[src/shared/asp_pkg.sv]
package asp_pkg;

  // ==========================================================
  // Register map
  localparam logic [7:0] ADDR_CTRL = 8'h98;
  localparam logic [7:0] ADDR_DATA = 8'h99;

  // ==========================================================
  // Control register fields
  localparam int CTRL_FMT_BIT  = 7;
  localparam int CTRL_ONE_BIT  = 6;
  localparam int CTRL_MCE_BIT  = 5;
  localparam int CTRL_REN_BIT  = 4;
  localparam int CTRL_TB8_BIT  = 3;
  localparam int CTRL_RB8_BIT  = 2;
  localparam int CTRL_TI_BIT   = 1;
  localparam int CTRL_RI_BIT   = 0;
  localparam logic [7:0] CTRL_RESET = 8'h40;
  localparam logic [7:0] DATA_RESET = 8'h00;

  // ==========================================================
  // Timing
  localparam logic [8:0] TMR_MODULUS = 9'h100;
  localparam logic [7:0] TMR_TOP     = 8'hFF;
  localparam logic [2:0] DATA_LAST   = 3'h7;

  // ==========================================================
  // Sequencer states
  typedef enum logic [2:0] {
    ASP_TX_IDLE,
    ASP_TX_WAIT,
    ASP_TX_START,
    ASP_TX_DATA,
    ASP_TX_NINTH,
    ASP_TX_STOP
  } asp_tx_state_t;

  typedef enum logic [2:0] {
    ASP_RX_IDLE,
    ASP_RX_START,
    ASP_RX_DATA,
    ASP_RX_NINTH,
    ASP_RX_STOP
  } asp_rx_state_t;

endpackage

[src/asp_buf2.sv]
`timescale 1ns/1ps
module asp_buf2 #(
  parameter int W     = 8,
  parameter int DEPTH = 2
) (
  input  wire logic         clk,
  input  wire logic         srst,
  input  wire logic [W-1:0] in_data,
  input  wire logic         in_valid,
  output logic              in_ready,
  output logic [W-1:0]      out_data,
  output logic              out_valid,
  input  wire logic         out_ready
);

  localparam int PW = (DEPTH > 1) ? $clog2(DEPTH) : 1;
  localparam int CW = $clog2(DEPTH + 1);
  localparam logic [PW-1:0] PTR_LAST = PW'(DEPTH - 1);
  localparam logic [CW-1:0] CNT_FULL = CW'(DEPTH);

  typedef struct packed {
    logic [DEPTH-1:0][W-1:0] mem;
    logic [PW-1:0]           wr;
    logic [PW-1:0]           rd;
    logic [CW-1:0]           cnt;
  } asp_buf_st_t;

  asp_buf_st_t st_q;
  asp_buf_st_t st_d;
  logic        push;
  logic        pop;

  assign in_ready  = (st_q.cnt != CNT_FULL);
  assign out_valid = (st_q.cnt != '0);
  assign push      = in_valid & in_ready;
  assign pop       = out_valid & out_ready;
  assign out_data  = st_q.mem[st_q.rd];

  // ==========================================================
  // Storage and pointers
  always_comb begin
    st_d = st_q;
    if (push) begin
      st_d.mem[st_q.wr] = in_data;
      st_d.wr = (st_q.wr == PTR_LAST) ? '0 : st_q.wr + 1'b1;
    end
    if (pop) begin
      st_d.rd = (st_q.rd == PTR_LAST) ? '0 : st_q.rd + 1'b1;
    end
    if (push && !pop) begin
      st_d.cnt = st_q.cnt + 1'b1;
    end else if (pop && !push) begin
      st_d.cnt = st_q.cnt - 1'b1;
    end
  end

  always_ff @(posedge clk) begin
    if (srst) begin
      st_q <= '0;
    end else begin
      st_q <= st_d;
    end
  end

endmodule

[src/asp_sync.sv]
`timescale 1ns/1ps
module asp_sync #(
  parameter logic RESET_LEVEL = 1'b1
) (
  input  wire logic clk,
  input  wire logic srst,
  input  wire logic async_in,
  output logic      level
);

  typedef struct packed {
    logic s1;
    logic s2;
    logic s3;
    logic lvl;
  } asp_sync_st_t;

  asp_sync_st_t st_q;
  asp_sync_st_t st_d;

  // ==========================================================
  // Three stages; a change counts only when stages two and three agree
  always_comb begin
    st_d    = st_q;
    st_d.s1 = async_in;
    st_d.s2 = st_q.s1;
    st_d.s3 = st_q.s2;
    if (st_q.s2 == st_q.s3) begin
      st_d.lvl = st_q.s3;
    end
  end

  always_ff @(posedge clk) begin
    if (srst) begin
      st_q <= '{s1: RESET_LEVEL, s2: RESET_LEVEL, s3: RESET_LEVEL, lvl: RESET_LEVEL};
    end else begin
      st_q <= st_d;
    end
  end

  assign level = st_q.lvl;

endmodule

[src/asp_top.sv]
`timescale 1ns/1ps
// Notes on behaviour
// - Bit rate is half the timer overflow rate
// - Start edge forces receive timer reload
// - Data writes transmit, reads return receive latch
// - Timer may tick from external oscillator
// - Control bit 7 selects 8 or 9 bits
// - 8-bit frame: start, eight LSB-first, stop
// - 8-bit: stop bit lands in ninth-bit field
// - Data buffer write starts a transmission
// - Transmit flag sets at stop bit start
// - Receive only while receive enable is set
// - 8-bit accept: flag clear, stop checked if enabled
// - Rejected byte changes no buffer, field, flag
// - Overrun keeps first byte, drops later one
// - 9-bit frame sends ninth bit from field
// - 9-bit: ninth bit stored, stop ignored
// - 9-bit filter accepts only ninth bit one
// - Control bit 5 is the filter enable
// - Interrupt request on either flag, when enabled
// - Receive flag sets at stop bit sample
// - Flags cleared only by software writes
// - Control bit 6 reads one, ignores writes
module asp_top #(
  parameter int TX_DEPTH = 2
) (
  input  wire logic       clk,
  input  wire logic       srst,
  input  wire logic [7:0] sfr_addr,
  input  wire logic       sfr_wr,
  input  wire logic       sfr_rd,
  input  wire logic [7:0] sfr_wdata,
  output logic      [7:0] sfr_rdata,
  output logic            tx_buf_ready,
  input  wire logic       timer_run,
  input  wire logic       timer_src_ext,
  input  wire logic       ext_osc_clk,
  input  wire logic [7:0] bitrate_reload_value,
  input  wire logic       irq_enable,
  output logic            serial_irq,
  input  wire logic       serial_in_pin,
  output logic            serial_out_pin
);

  typedef struct packed {
    logic                   frame_format_select;
    logic                   multiproc_filter_enable;
    logic                   receiver_enable_bit;
    logic                   tx_ninth_bit;
    logic                   rx_ninth_bit;
    logic                   tx_done_flag;
    logic                   rx_done_flag;
    logic [7:0]             rx_latch;
    logic [7:0]             rdata;
    logic                   ext_prev;
    logic [7:0]             tx_tmr;
    logic                   tx_div;
    logic [7:0]             rx_tmr;
    logic                   rx_div;
    asp_pkg::asp_tx_state_t tx_state;
    logic [7:0]             tx_shift;
    logic [2:0]             tx_cnt;
    logic                   tx_nine;
    logic                   tx_ninth;
    logic                   tx_line;
    asp_pkg::asp_rx_state_t rx_state;
    logic [7:0]             rx_shift;
    logic [2:0]             rx_cnt;
    logic                   rx_nine;
    logic                   rx_ninth;
    logic                   rx_prev;
  } asp_top_st_t;

  asp_top_st_t st_q;
  asp_top_st_t st_d;

  logic       rx_level;
  logic       ext_level;
  logic       tmr_tick;
  logic       tx_ovf;
  logic       rx_ovf;
  logic       tx_baud;
  logic       rx_sample;
  logic       start_edge;
  logic       wr_ctrl;
  logic       wr_data;
  logic [7:0] ctrl_view;
  logic       q_valid;
  logic [7:0] q_data;
  logic       q_pop;
  logic       tx_set;
  logic       rx_set;
  logic       rx_stop_ok;
  logic       rx_nine_val;

  // ==========================================================
  // Pin and oscillator synchronisers
  asp_sync #(
    .RESET_LEVEL (1'b1)
  ) u_rx_sync (
    .clk      (clk),
    .srst     (srst),
    .async_in (serial_in_pin),
    .level    (rx_level)
  );

  asp_sync #(
    .RESET_LEVEL (1'b0)
  ) u_osc_sync (
    .clk      (clk),
    .srst     (srst),
    .async_in (ext_osc_clk),
    .level    (ext_level)
  );

  // ==========================================================
  // Transmit holding buffer; a full buffer drops the write, so software
  // must watch tx_buf_ready before it writes a burst
  assign wr_ctrl = sfr_wr && (sfr_addr == asp_pkg::ADDR_CTRL);
  assign wr_data = sfr_wr && (sfr_addr == asp_pkg::ADDR_DATA);
  assign q_pop   = q_valid && (st_q.tx_state == asp_pkg::ASP_TX_IDLE);

  asp_buf2 #(
    .W     (8),
    .DEPTH (TX_DEPTH)
  ) u_tx_buf (
    .clk       (clk),
    .srst      (srst),
    .in_data   (sfr_wdata),
    .in_valid  (wr_data),
    .in_ready  (tx_buf_ready),
    .out_data  (q_data),
    .out_valid (q_valid),
    .out_ready (q_pop)
  );

  // ==========================================================
  // Bit-rate timers
  // External oscillator edges are counted only after synchronising, so the
  // oscillator must run well below the system clock.
  assign tmr_tick = timer_run && (timer_src_ext ? (ext_level && !st_q.ext_prev) : 1'b1);
  assign tx_ovf   = tmr_tick && (st_q.tx_tmr == asp_pkg::TMR_TOP);
  assign rx_ovf   = tmr_tick && (st_q.rx_tmr == asp_pkg::TMR_TOP);
  assign tx_baud  = tx_ovf && st_q.tx_div;
  // Reload at the start edge puts the first overflow half a bit later, so odd overflows hit cell centres
  assign rx_sample = rx_ovf && !st_q.rx_div;
  assign start_edge = (st_q.rx_state == asp_pkg::ASP_RX_IDLE) && st_q.receiver_enable_bit
                      && st_q.rx_prev && !rx_level;

  // ==========================================================
  // Receive acceptance
  assign rx_nine_val = st_q.rx_nine ? st_q.rx_ninth : rx_level;
  assign rx_stop_ok  = !st_q.rx_done_flag
                       && (!st_q.multiproc_filter_enable || rx_nine_val);
  assign rx_set      = rx_sample && (st_q.rx_state == asp_pkg::ASP_RX_STOP) && rx_stop_ok;
  assign tx_set      = tx_baud && ((st_q.tx_state == asp_pkg::ASP_TX_NINTH) ||
                       (st_q.tx_state == asp_pkg::ASP_TX_DATA && st_q.tx_cnt == asp_pkg::DATA_LAST
                        && !st_q.tx_nine));

  assign ctrl_view = {st_q.frame_format_select, 1'b1, st_q.multiproc_filter_enable,
                      st_q.receiver_enable_bit, st_q.tx_ninth_bit, st_q.rx_ninth_bit,
                      st_q.tx_done_flag, st_q.rx_done_flag};

  // ==========================================================
  // Next state
  always_comb begin
    st_d          = st_q;
    st_d.ext_prev = ext_level;
    st_d.rx_prev  = rx_level;

    if (sfr_rd) begin
      if (sfr_addr == asp_pkg::ADDR_CTRL) begin
        st_d.rdata = ctrl_view;
      end else if (sfr_addr == asp_pkg::ADDR_DATA) begin
        st_d.rdata = st_q.rx_latch;
      end else begin
        st_d.rdata = '0;
      end
    end

    if (wr_ctrl) begin
      st_d.frame_format_select     = sfr_wdata[asp_pkg::CTRL_FMT_BIT];
      st_d.multiproc_filter_enable = sfr_wdata[asp_pkg::CTRL_MCE_BIT];
      st_d.receiver_enable_bit     = sfr_wdata[asp_pkg::CTRL_REN_BIT];
      st_d.tx_ninth_bit            = sfr_wdata[asp_pkg::CTRL_TB8_BIT];
      st_d.rx_ninth_bit            = sfr_wdata[asp_pkg::CTRL_RB8_BIT];
    end
    // A hardware set in the same cycle as a software clear wins
    st_d.tx_done_flag = tx_set || (wr_ctrl ? sfr_wdata[asp_pkg::CTRL_TI_BIT]
                                           : st_q.tx_done_flag);
    st_d.rx_done_flag = rx_set || (wr_ctrl ? sfr_wdata[asp_pkg::CTRL_RI_BIT]
                                           : st_q.rx_done_flag);

    // Timers share the reload value; the receive copy restarts on a start edge
    if (tmr_tick) begin
      st_d.tx_tmr = tx_ovf ? bitrate_reload_value : st_q.tx_tmr + 8'h01;
      st_d.rx_tmr = rx_ovf ? bitrate_reload_value : st_q.rx_tmr + 8'h01;
    end
    if (tx_ovf) begin
      st_d.tx_div = !st_q.tx_div;
    end
    if (rx_ovf) begin
      st_d.rx_div = !st_q.rx_div;
    end
    if (start_edge) begin
      st_d.rx_tmr = bitrate_reload_value;
      st_d.rx_div = 1'b0;
    end

    // Transmitter
    unique case (st_q.tx_state)
      asp_pkg::ASP_TX_IDLE: begin
        st_d.tx_line = 1'b1;
        if (q_valid) begin
          st_d.tx_shift = q_data;
          st_d.tx_nine  = st_q.frame_format_select;
          st_d.tx_ninth = st_q.tx_ninth_bit;
          st_d.tx_state = asp_pkg::ASP_TX_WAIT;
        end
      end
      asp_pkg::ASP_TX_WAIT: begin
        if (tx_baud) begin
          st_d.tx_line  = 1'b0;
          st_d.tx_state = asp_pkg::ASP_TX_START;
        end
      end
      asp_pkg::ASP_TX_START: begin
        if (tx_baud) begin
          st_d.tx_line  = st_q.tx_shift[0];
          st_d.tx_shift = {1'b0, st_q.tx_shift[7:1]};
          st_d.tx_cnt   = '0;
          st_d.tx_state = asp_pkg::ASP_TX_DATA;
        end
      end
      asp_pkg::ASP_TX_DATA: begin
        if (tx_baud) begin
          if (st_q.tx_cnt != asp_pkg::DATA_LAST) begin
            st_d.tx_line  = st_q.tx_shift[0];
            st_d.tx_shift = {1'b0, st_q.tx_shift[7:1]};
            st_d.tx_cnt   = st_q.tx_cnt + 3'h1;
          end else if (st_q.tx_nine) begin
            st_d.tx_line  = st_q.tx_ninth;
            st_d.tx_state = asp_pkg::ASP_TX_NINTH;
          end else begin
            st_d.tx_line  = 1'b1;
            st_d.tx_state = asp_pkg::ASP_TX_STOP;
          end
        end
      end
      asp_pkg::ASP_TX_NINTH: begin
        if (tx_baud) begin
          st_d.tx_line  = 1'b1;
          st_d.tx_state = asp_pkg::ASP_TX_STOP;
        end
      end
      asp_pkg::ASP_TX_STOP: begin
        if (tx_baud) begin
          st_d.tx_state = asp_pkg::ASP_TX_IDLE;
        end
      end
    endcase

    // Receiver; clearing the enable mid-frame abandons the frame
    unique case (st_q.rx_state)
      asp_pkg::ASP_RX_IDLE: begin
        if (start_edge) begin
          st_d.rx_nine  = st_q.frame_format_select;
          st_d.rx_state = asp_pkg::ASP_RX_START;
        end
      end
      asp_pkg::ASP_RX_START: begin
        if (rx_sample) begin
          // A high line at mid start cell is a glitch, not a start bit
          st_d.rx_state = rx_level ? asp_pkg::ASP_RX_IDLE : asp_pkg::ASP_RX_DATA;
          st_d.rx_cnt   = '0;
        end
      end
      asp_pkg::ASP_RX_DATA: begin
        if (rx_sample) begin
          st_d.rx_shift = {rx_level, st_q.rx_shift[7:1]};
          st_d.rx_cnt   = st_q.rx_cnt + 3'h1;
          if (st_q.rx_cnt == asp_pkg::DATA_LAST) begin
            st_d.rx_state = st_q.rx_nine ? asp_pkg::ASP_RX_NINTH : asp_pkg::ASP_RX_STOP;
          end
        end
      end
      asp_pkg::ASP_RX_NINTH: begin
        if (rx_sample) begin
          st_d.rx_ninth = rx_level;
          st_d.rx_state = asp_pkg::ASP_RX_STOP;
        end
      end
      asp_pkg::ASP_RX_STOP: begin
        if (rx_sample) begin
          st_d.rx_state = asp_pkg::ASP_RX_IDLE;
          // Unaccepted bytes, including overruns, never touch the latch
          if (rx_stop_ok) begin
            st_d.rx_latch     = st_q.rx_shift;
            st_d.rx_ninth_bit = rx_nine_val;
          end
        end
      end
    endcase
    if (!st_q.receiver_enable_bit) begin
      st_d.rx_state = asp_pkg::ASP_RX_IDLE;
    end
  end

  // ==========================================================
  // State register
  always_ff @(posedge clk) begin
    if (srst) begin
      st_q          <= '0;
      st_q.tx_line  <= 1'b1;
      st_q.rx_prev  <= 1'b1;
      st_q.rx_latch <= asp_pkg::DATA_RESET;
      st_q.tx_state <= asp_pkg::ASP_TX_IDLE;
      st_q.rx_state <= asp_pkg::ASP_RX_IDLE;
    end else begin
      st_q <= st_d;
    end
  end

  assign sfr_rdata      = st_q.rdata;
  assign serial_out_pin = st_q.tx_line;
  assign serial_irq     = irq_enable && (st_q.tx_done_flag || st_q.rx_done_flag);

endmodule
[config.mk]
export PLATFORM = sky130hd
export DESIGN_NAME = asp_top
export DESIGN_NICKNAME = d
export VERILOG_FILES = /design/src/shared/asp_pkg.sv /design/src/asp_buf2.sv /design/src/asp_sync.sv /design/src/asp_top.sv
export SDC_FILE = /design/constraint.sdc
export NUM_CORES = 1
export LEC_CHECK = 0
export ABC_AREA = 0
export BUFFER_PORTS_ARGS = -buffer_cell sky130_fd_sc_hd__buf_2
export CAP_MARGIN = 0
export CORE_UTILIZATION = 60
export DETAILED_ROUTE_END_ITERATION = 6
export HOLD_SLACK_MARGIN = 0.03
export PLACE_DENSITY = 0.8
export SYNTH_ARGS = -nofsm -noshare
export SYNTH_HDL_FRONTEND = slang
export SYNTH_HIERARCHICAL = 1
export SYNTH_SLANG_ARGS = --single-unit
[constraint.sdc]
create_clock -name clk -period 2.6 [get_ports clk]
set_clock_uncertainty 0.15 [all_clocks]
set_input_delay 0.13 -clock clk [delete_from_list [all_inputs] [get_ports clk]]
set_output_delay 0.13 -clock clk [all_outputs]
set_load 0.01 [all_outputs]
Word level (Yosys, flattened, before mapping)
Index checks and enable logic that the tools add are counted.

Shift operators: 0. $lt $le $gt $ge: 3. Reduce and logical (&&, ||, !) cells: 58. Bitwise operators: 3. Multiply operators: 0. Add/subtract/negate cells: 8. Equality and inequality tests: 33. Divide/modulo/power cells: 0. Multiplexer cells: 53.

Operators by type and width (number): two-way mux 8 bit (8); two-way mux 14 bit (3); == test 8 bit (second input constant) (4); two-way mux 3 bit (10); inequality test 2 bit (second input constant) (14); one-hot mux 8 bit (3 select lines) (1); logical AND 1 bit (22); two-way mux 11 bit (2); two-way mux 1 bit (18); one-hot mux 3 bit (6 select lines) (1); adder 8 x 1 -> 8 bit (second input constant) (2); bitwise mux 16 bit (1); == test 3 bit (second input constant) (5); one-hot mux 3 bit (5 select lines) (1); == test 3 x 2 -> 1 bit (second input constant) (4); one-hot mux 3 bit (2 select lines) (2); AND reduction 5 bit (2); nonzero test 2 bit (5); zero test 1 bit (9); two-way mux 9 bit (1); demux 8 bit (select 1 bit) (1); AND reduction 2 bit (4); AND reduction 7 bit (1); adder 3 x 1 -> 3 bit (second input constant) (2); other kinds (21) (35).

Logic and storage cells: 197. Memory bits (read-only): 0. Latch bits: 0. RAM bits: 0. Output and inout port bits: 11. Memories kept: 0. Input bits: 33. Flip-flop bits (word level): 104.

Depth between registers and ports, before layout
Depth after elaboration: 9. Mapped depth: 10. Gate-level depth less buffers: 9.

Cells and area by module
The synthesis kept the hierarchy.

By module, submodules not included: asp_top (area each 3916.3 µm², sequential area each 1521.5 µm², cells each 438, instances 1); asp_buf2 (area each 962.2 µm², sequential area each 400.4 µm², cells each 102, instances 1); asp_sync at u_rx_sync (area each 115.1 µm², sequential area each 80.1 µm², cells each 10, instances 1); asp_sync at u_osc_sync (area each 112.6 µm², sequential area each 80.1 µm², cells each 10, instances 1).

Least setup slack after synthesis
OpenSTA, ideal clock, no wires.

Kind: input -> register. Start point: input port sfr_addr[2]. End point: register u_tx_buf/st_q[1] (netlist name). Arrival time: 1920 ps. Buffers on the path: 1. Stages: 9. Data required time: 2380 ps. Setup time: 70 ps. Slack: 460 ps. Path through: nor4bb_1 and2_1 clkbuf_1 and3_1 inv_1 nor2_1 ha_1 or3_1 a21oi_1.

Longest elaborated chain between the ends: 6. Elaborated cells between the ends (all ways): 8. Those cells by class: eq/ne: 1; mux: 1; bitwise: 1; reduce/logical: 5.

RTL lines: start, declared (line asp_top.sv:29) `input wire logic [7:0] sfr_addr,`; == test 8 bit (*) (line asp_top.sv:120) `assign wr_data = sfr_wr && (sfr_addr == asp_pkg::ADDR_DATA);`; logical AND 1 bit (*) (line asp_top.sv:120); named net wr_data (line asp_top.sv:86) `logic wr_data;`; bitwise AND 1 bit (*) (line asp_buf2.sv:35) `assign push = in_valid & in_ready;`; named net u_tx_buf.push (line asp_buf2.sv:30) `logic push;`; zero test 1 bit (line asp_buf2.sv:52) `end else if (pop && !push) begin`; logical AND 1 bit (line asp_buf2.sv:52); nonzero test 2 bit (no source line); end signal, assigned (line asp_buf2.sv:61) `st_q <= st_d;`; end, declared (line asp_buf2.sv:28) `asp_buf_st_t st_q;`.

The timed path passes the listed nets; every way through them passes the cells marked *. A chain may end at the register's enable or synchronous reset.

==> results_dict.tcl <==
set metrics [dict create \
    status "finished clean" \
    crit_top_cell "nand3_2" \
    fin_nets 654 \
    io_buffers 43 \
    syn-cell-area_um2 5110 \
    area_growth_syn_to_layout_pct 13.4 \
    pin_count 44 \
    drc 0 \
    insertion_delay_ps 370 \
    crit_path_start_kind "register" \
    grt_antenna_before_repair 0 \
    netlist_instances 560 \
    gp_congestion 0.904 \
    hp-start "srst" \
    clock_path_buffers 2 \
    clock-sinks 104 \
    p_leak_uw 0.00226 \
    ff2ff_setup_slack_ps 330 \
    holdWs_ps 53.4 \
    seq_area_frac_synth_pct 40.8 \
    grt_pass1_wl_um 18400 \
    crit_slowest_cell "a2111oi_4" \
    finalSetupTns_ps 0 \
    worst_path_largest_cell_delay_ps 440 \
    syn_area_per_cell_um2 9.12 \
    start_util_pct 62.1 \
    dpl.hpwl_um 7730 \
    overflow 0 \
    post_cts_buffers 0 \
    r2r-start "st_q[35]$_SDFFE_PP0P_" \
    timing.rr.end "ctrl_view[2]$_SDFF_PP0_" \
    synth_top_area_share_pct 40.8 \
    core_um2 8220 \
    yosysWarnings 6 \
    yosys-top-cells-area "dfxtp_1 41%, mux2i_1 8.6%, nor2_1 3.7%" \
    path_buf_inv 0 \
    synth_edf_count 0 \
    htreeDepth 3 \
    cp_top_family "simple AND/OR/NAND/NOR gates" \
    synthesis.nets 601 \
    finalCritPeriodShare_pct 87.2 \
    routed_via_density 5.83 \
    finalSetupViolCount 0 \
    firstDrtPassIters 5 \
    relSlewSlack_pct 65.4 \
    crit_path_end_kind "register" \
    placed_cells 688 \
    die_area_um2 8880 \
    cts_tree "yes" \
    stdcell_area_um2 5790 \
    instances_no_fill 723 \
    via_count 4213 \
    grt_max_degree 37 \
    dpl_cell_area_um2 5400 \
    clkTransAtPathRegs_ps 120 \
    crit_type "reg -> reg" \
    synth_common_cells "104 x dfxtp_1, 51 x nor2_1, 44 x mux2i_1" \
    synth_flop_cell "dfxtp_1" \
    rsz0062_at_grt "false" \
    cp_data_required_time_ps 2760 \
    whs_endpoint "st_q[2]$_SDFFE_PP0P_" \
    die_w_um 94.3 \
    synth_seq_cells 104 \
    placementRows 33 \
    post-synth-top-count-cell "dfxtp_1" \
    crit_fanout 10 \
    numCtsBuffers 9 \
    cp-startpoint "st_q[35]$_SDFFE_PP0P_" \
    reg2regPathDepth 6 \
    ir_drop_mv 0.411 \
    route.detailed.wl_per_inst_um 15.3 \
    cts-root-buf "clkbuf_8" \
    ant_nets 0 \
    cap_violations 0 \
    hold_viol_final 0 \
    synth-async-reset-ratio_pct 0 \
    grt_usage_pct 26.2 \
    worstHoldPathType "in -> reg" \
    drt_wl_total_um 11000 \
    holdPathStages 2 \
    grt_pass1_vias 4031 \
    path_cells "ha_1 > nand3_2 > a2111oi_4 > nand3_2 > mux2_4 > nor2_2" \
    fmax_ghz 0.441 \
    synth.distinct_cells 69 \
    drt_iter0_drc 216 \
    layout_min_cycle_time_ps 2270 \
    drive_gt1_share_pct 18.6 \
    power_uw 2780 \
    die_h_um 94.3 \
    power_density_nw_per_um2 479 \
    cts_resized 0 \
    drv_slew 0 \
    worstPathArrival_ps 2430 \
    diodes 0 \
    synth_top_cell_by_area "dfxtp_1" \
    max_slew.worst_pin.slew_ps 518 \
]
==> where the power goes <==
group	internal (µW)	switching, µW
sequential	1600	9.10
combinational	68.9	76.5
clock	388	632
==> flip-flops by register name (all words and copies together), names as in the netlist <==
register / count
ctrl_view: 7
serial_out_pin: 1
sfr_rdata: 8
st_q: 60
u_osc_sync/level: 1
u_osc_sync/st_d: 2
u_osc_sync/st_q: 1
u_rx_sync/level: 1
u_rx_sync/st_d: 2
u_rx_sync/st_q: 1
u_tx_buf/st_q: 20
==> worst max-delay path by stage <==
stage / end / slack [ps] / cells past startpoint
2_1_floorplan: u_tx_buf/st_q[1]$_SDFFE_PP0P_ / 460 / 9
3_3_place_gp: ctrl_view[2]$_SDFF_PP0_ / 440 / 6
3_5_place_dp: ctrl_view[2]$_SDFF_PP0_ / 350 / 6
4_1_cts: st_q[36]$_SDFFE_PP0P_ / 350 / 6
5_1_grt: st_q[23]$_SDFFE_PP0P_ / 190 / 6
6_report: ctrl_view[2]$_SDFF_PP0_ / 330 / 6
==> logic make-up (layout without fill, tap and decap cells) <==
kind of cell	count (synthesis)	after routing	synth area share (%)
mux	60	60	12.2
buf+inv	47	105	4.68
flops	104	104	40.8
xor+xnor	7	7	1.20
compound gates	128	128	17.3
fa+ha+maj	8	8	1.96
simple gates	206	206	21.9
==> routing by layer <==
layer,up-vias,GRT usage [%],part of all wire (%)
li1,2116,-,-
met1,1972,31.8,44
met2,108,46.7,51
met3,17,4.05,3.8
met4,0,8.59,1.6
met5,-,0,0
==> stage by stage <==
step           util (%)  setup WS [ps]
2_1_floorplan         -            460
3_3_place_gp       65.7            443
3_5_place_dp       65.7            353
4_1_cts            70.5            350
5_1_grt            70.5            190
6_report           70.5            333
==> repair_timing <==
action                     CTS  global route
hold buffers                19             0
hold endpoints to repair    47             0
setup endpoints to repair    0             0
==> cells in the final DEF (no fill, tap or decap), types with 3 or more instances in the layout <==
cell type and n:
clkbuf_8 9, ha_1 8, a31oi_1 11, nor2b_1 18, nand2b_1 30, nor3_1 6
a2111oi_4 4, buf_4 17, xor2_1 6, dfxtp_1 104, a22oi_1 5, nand4b_1 3
o22ai_1 3, nand3_1 25, nand4_1 3, mux2i_1 44, a21oi_1 35, nand2_1 30
or2_1 4, buf_2 43, inv_1 8, or2_2 4, a311oi_1 6, o21ai_0 29
mux2_2 15, a211oi_1 15, and3_1 6, nor2_1 51, dlygate4sd3_1 19, inv_8 3
==> area by class of cell <==
type                    instances  area, µm²
inverters                       9       33.8
repair buffers                 80        553
fillers                       594       2420
clock buffers                   9        124
clock inverters                 7       82.6
well taps                     105        131
multi-input cells             409       2790
flip-flops and latches        104       2080
(Power assumes the default switching activity.)
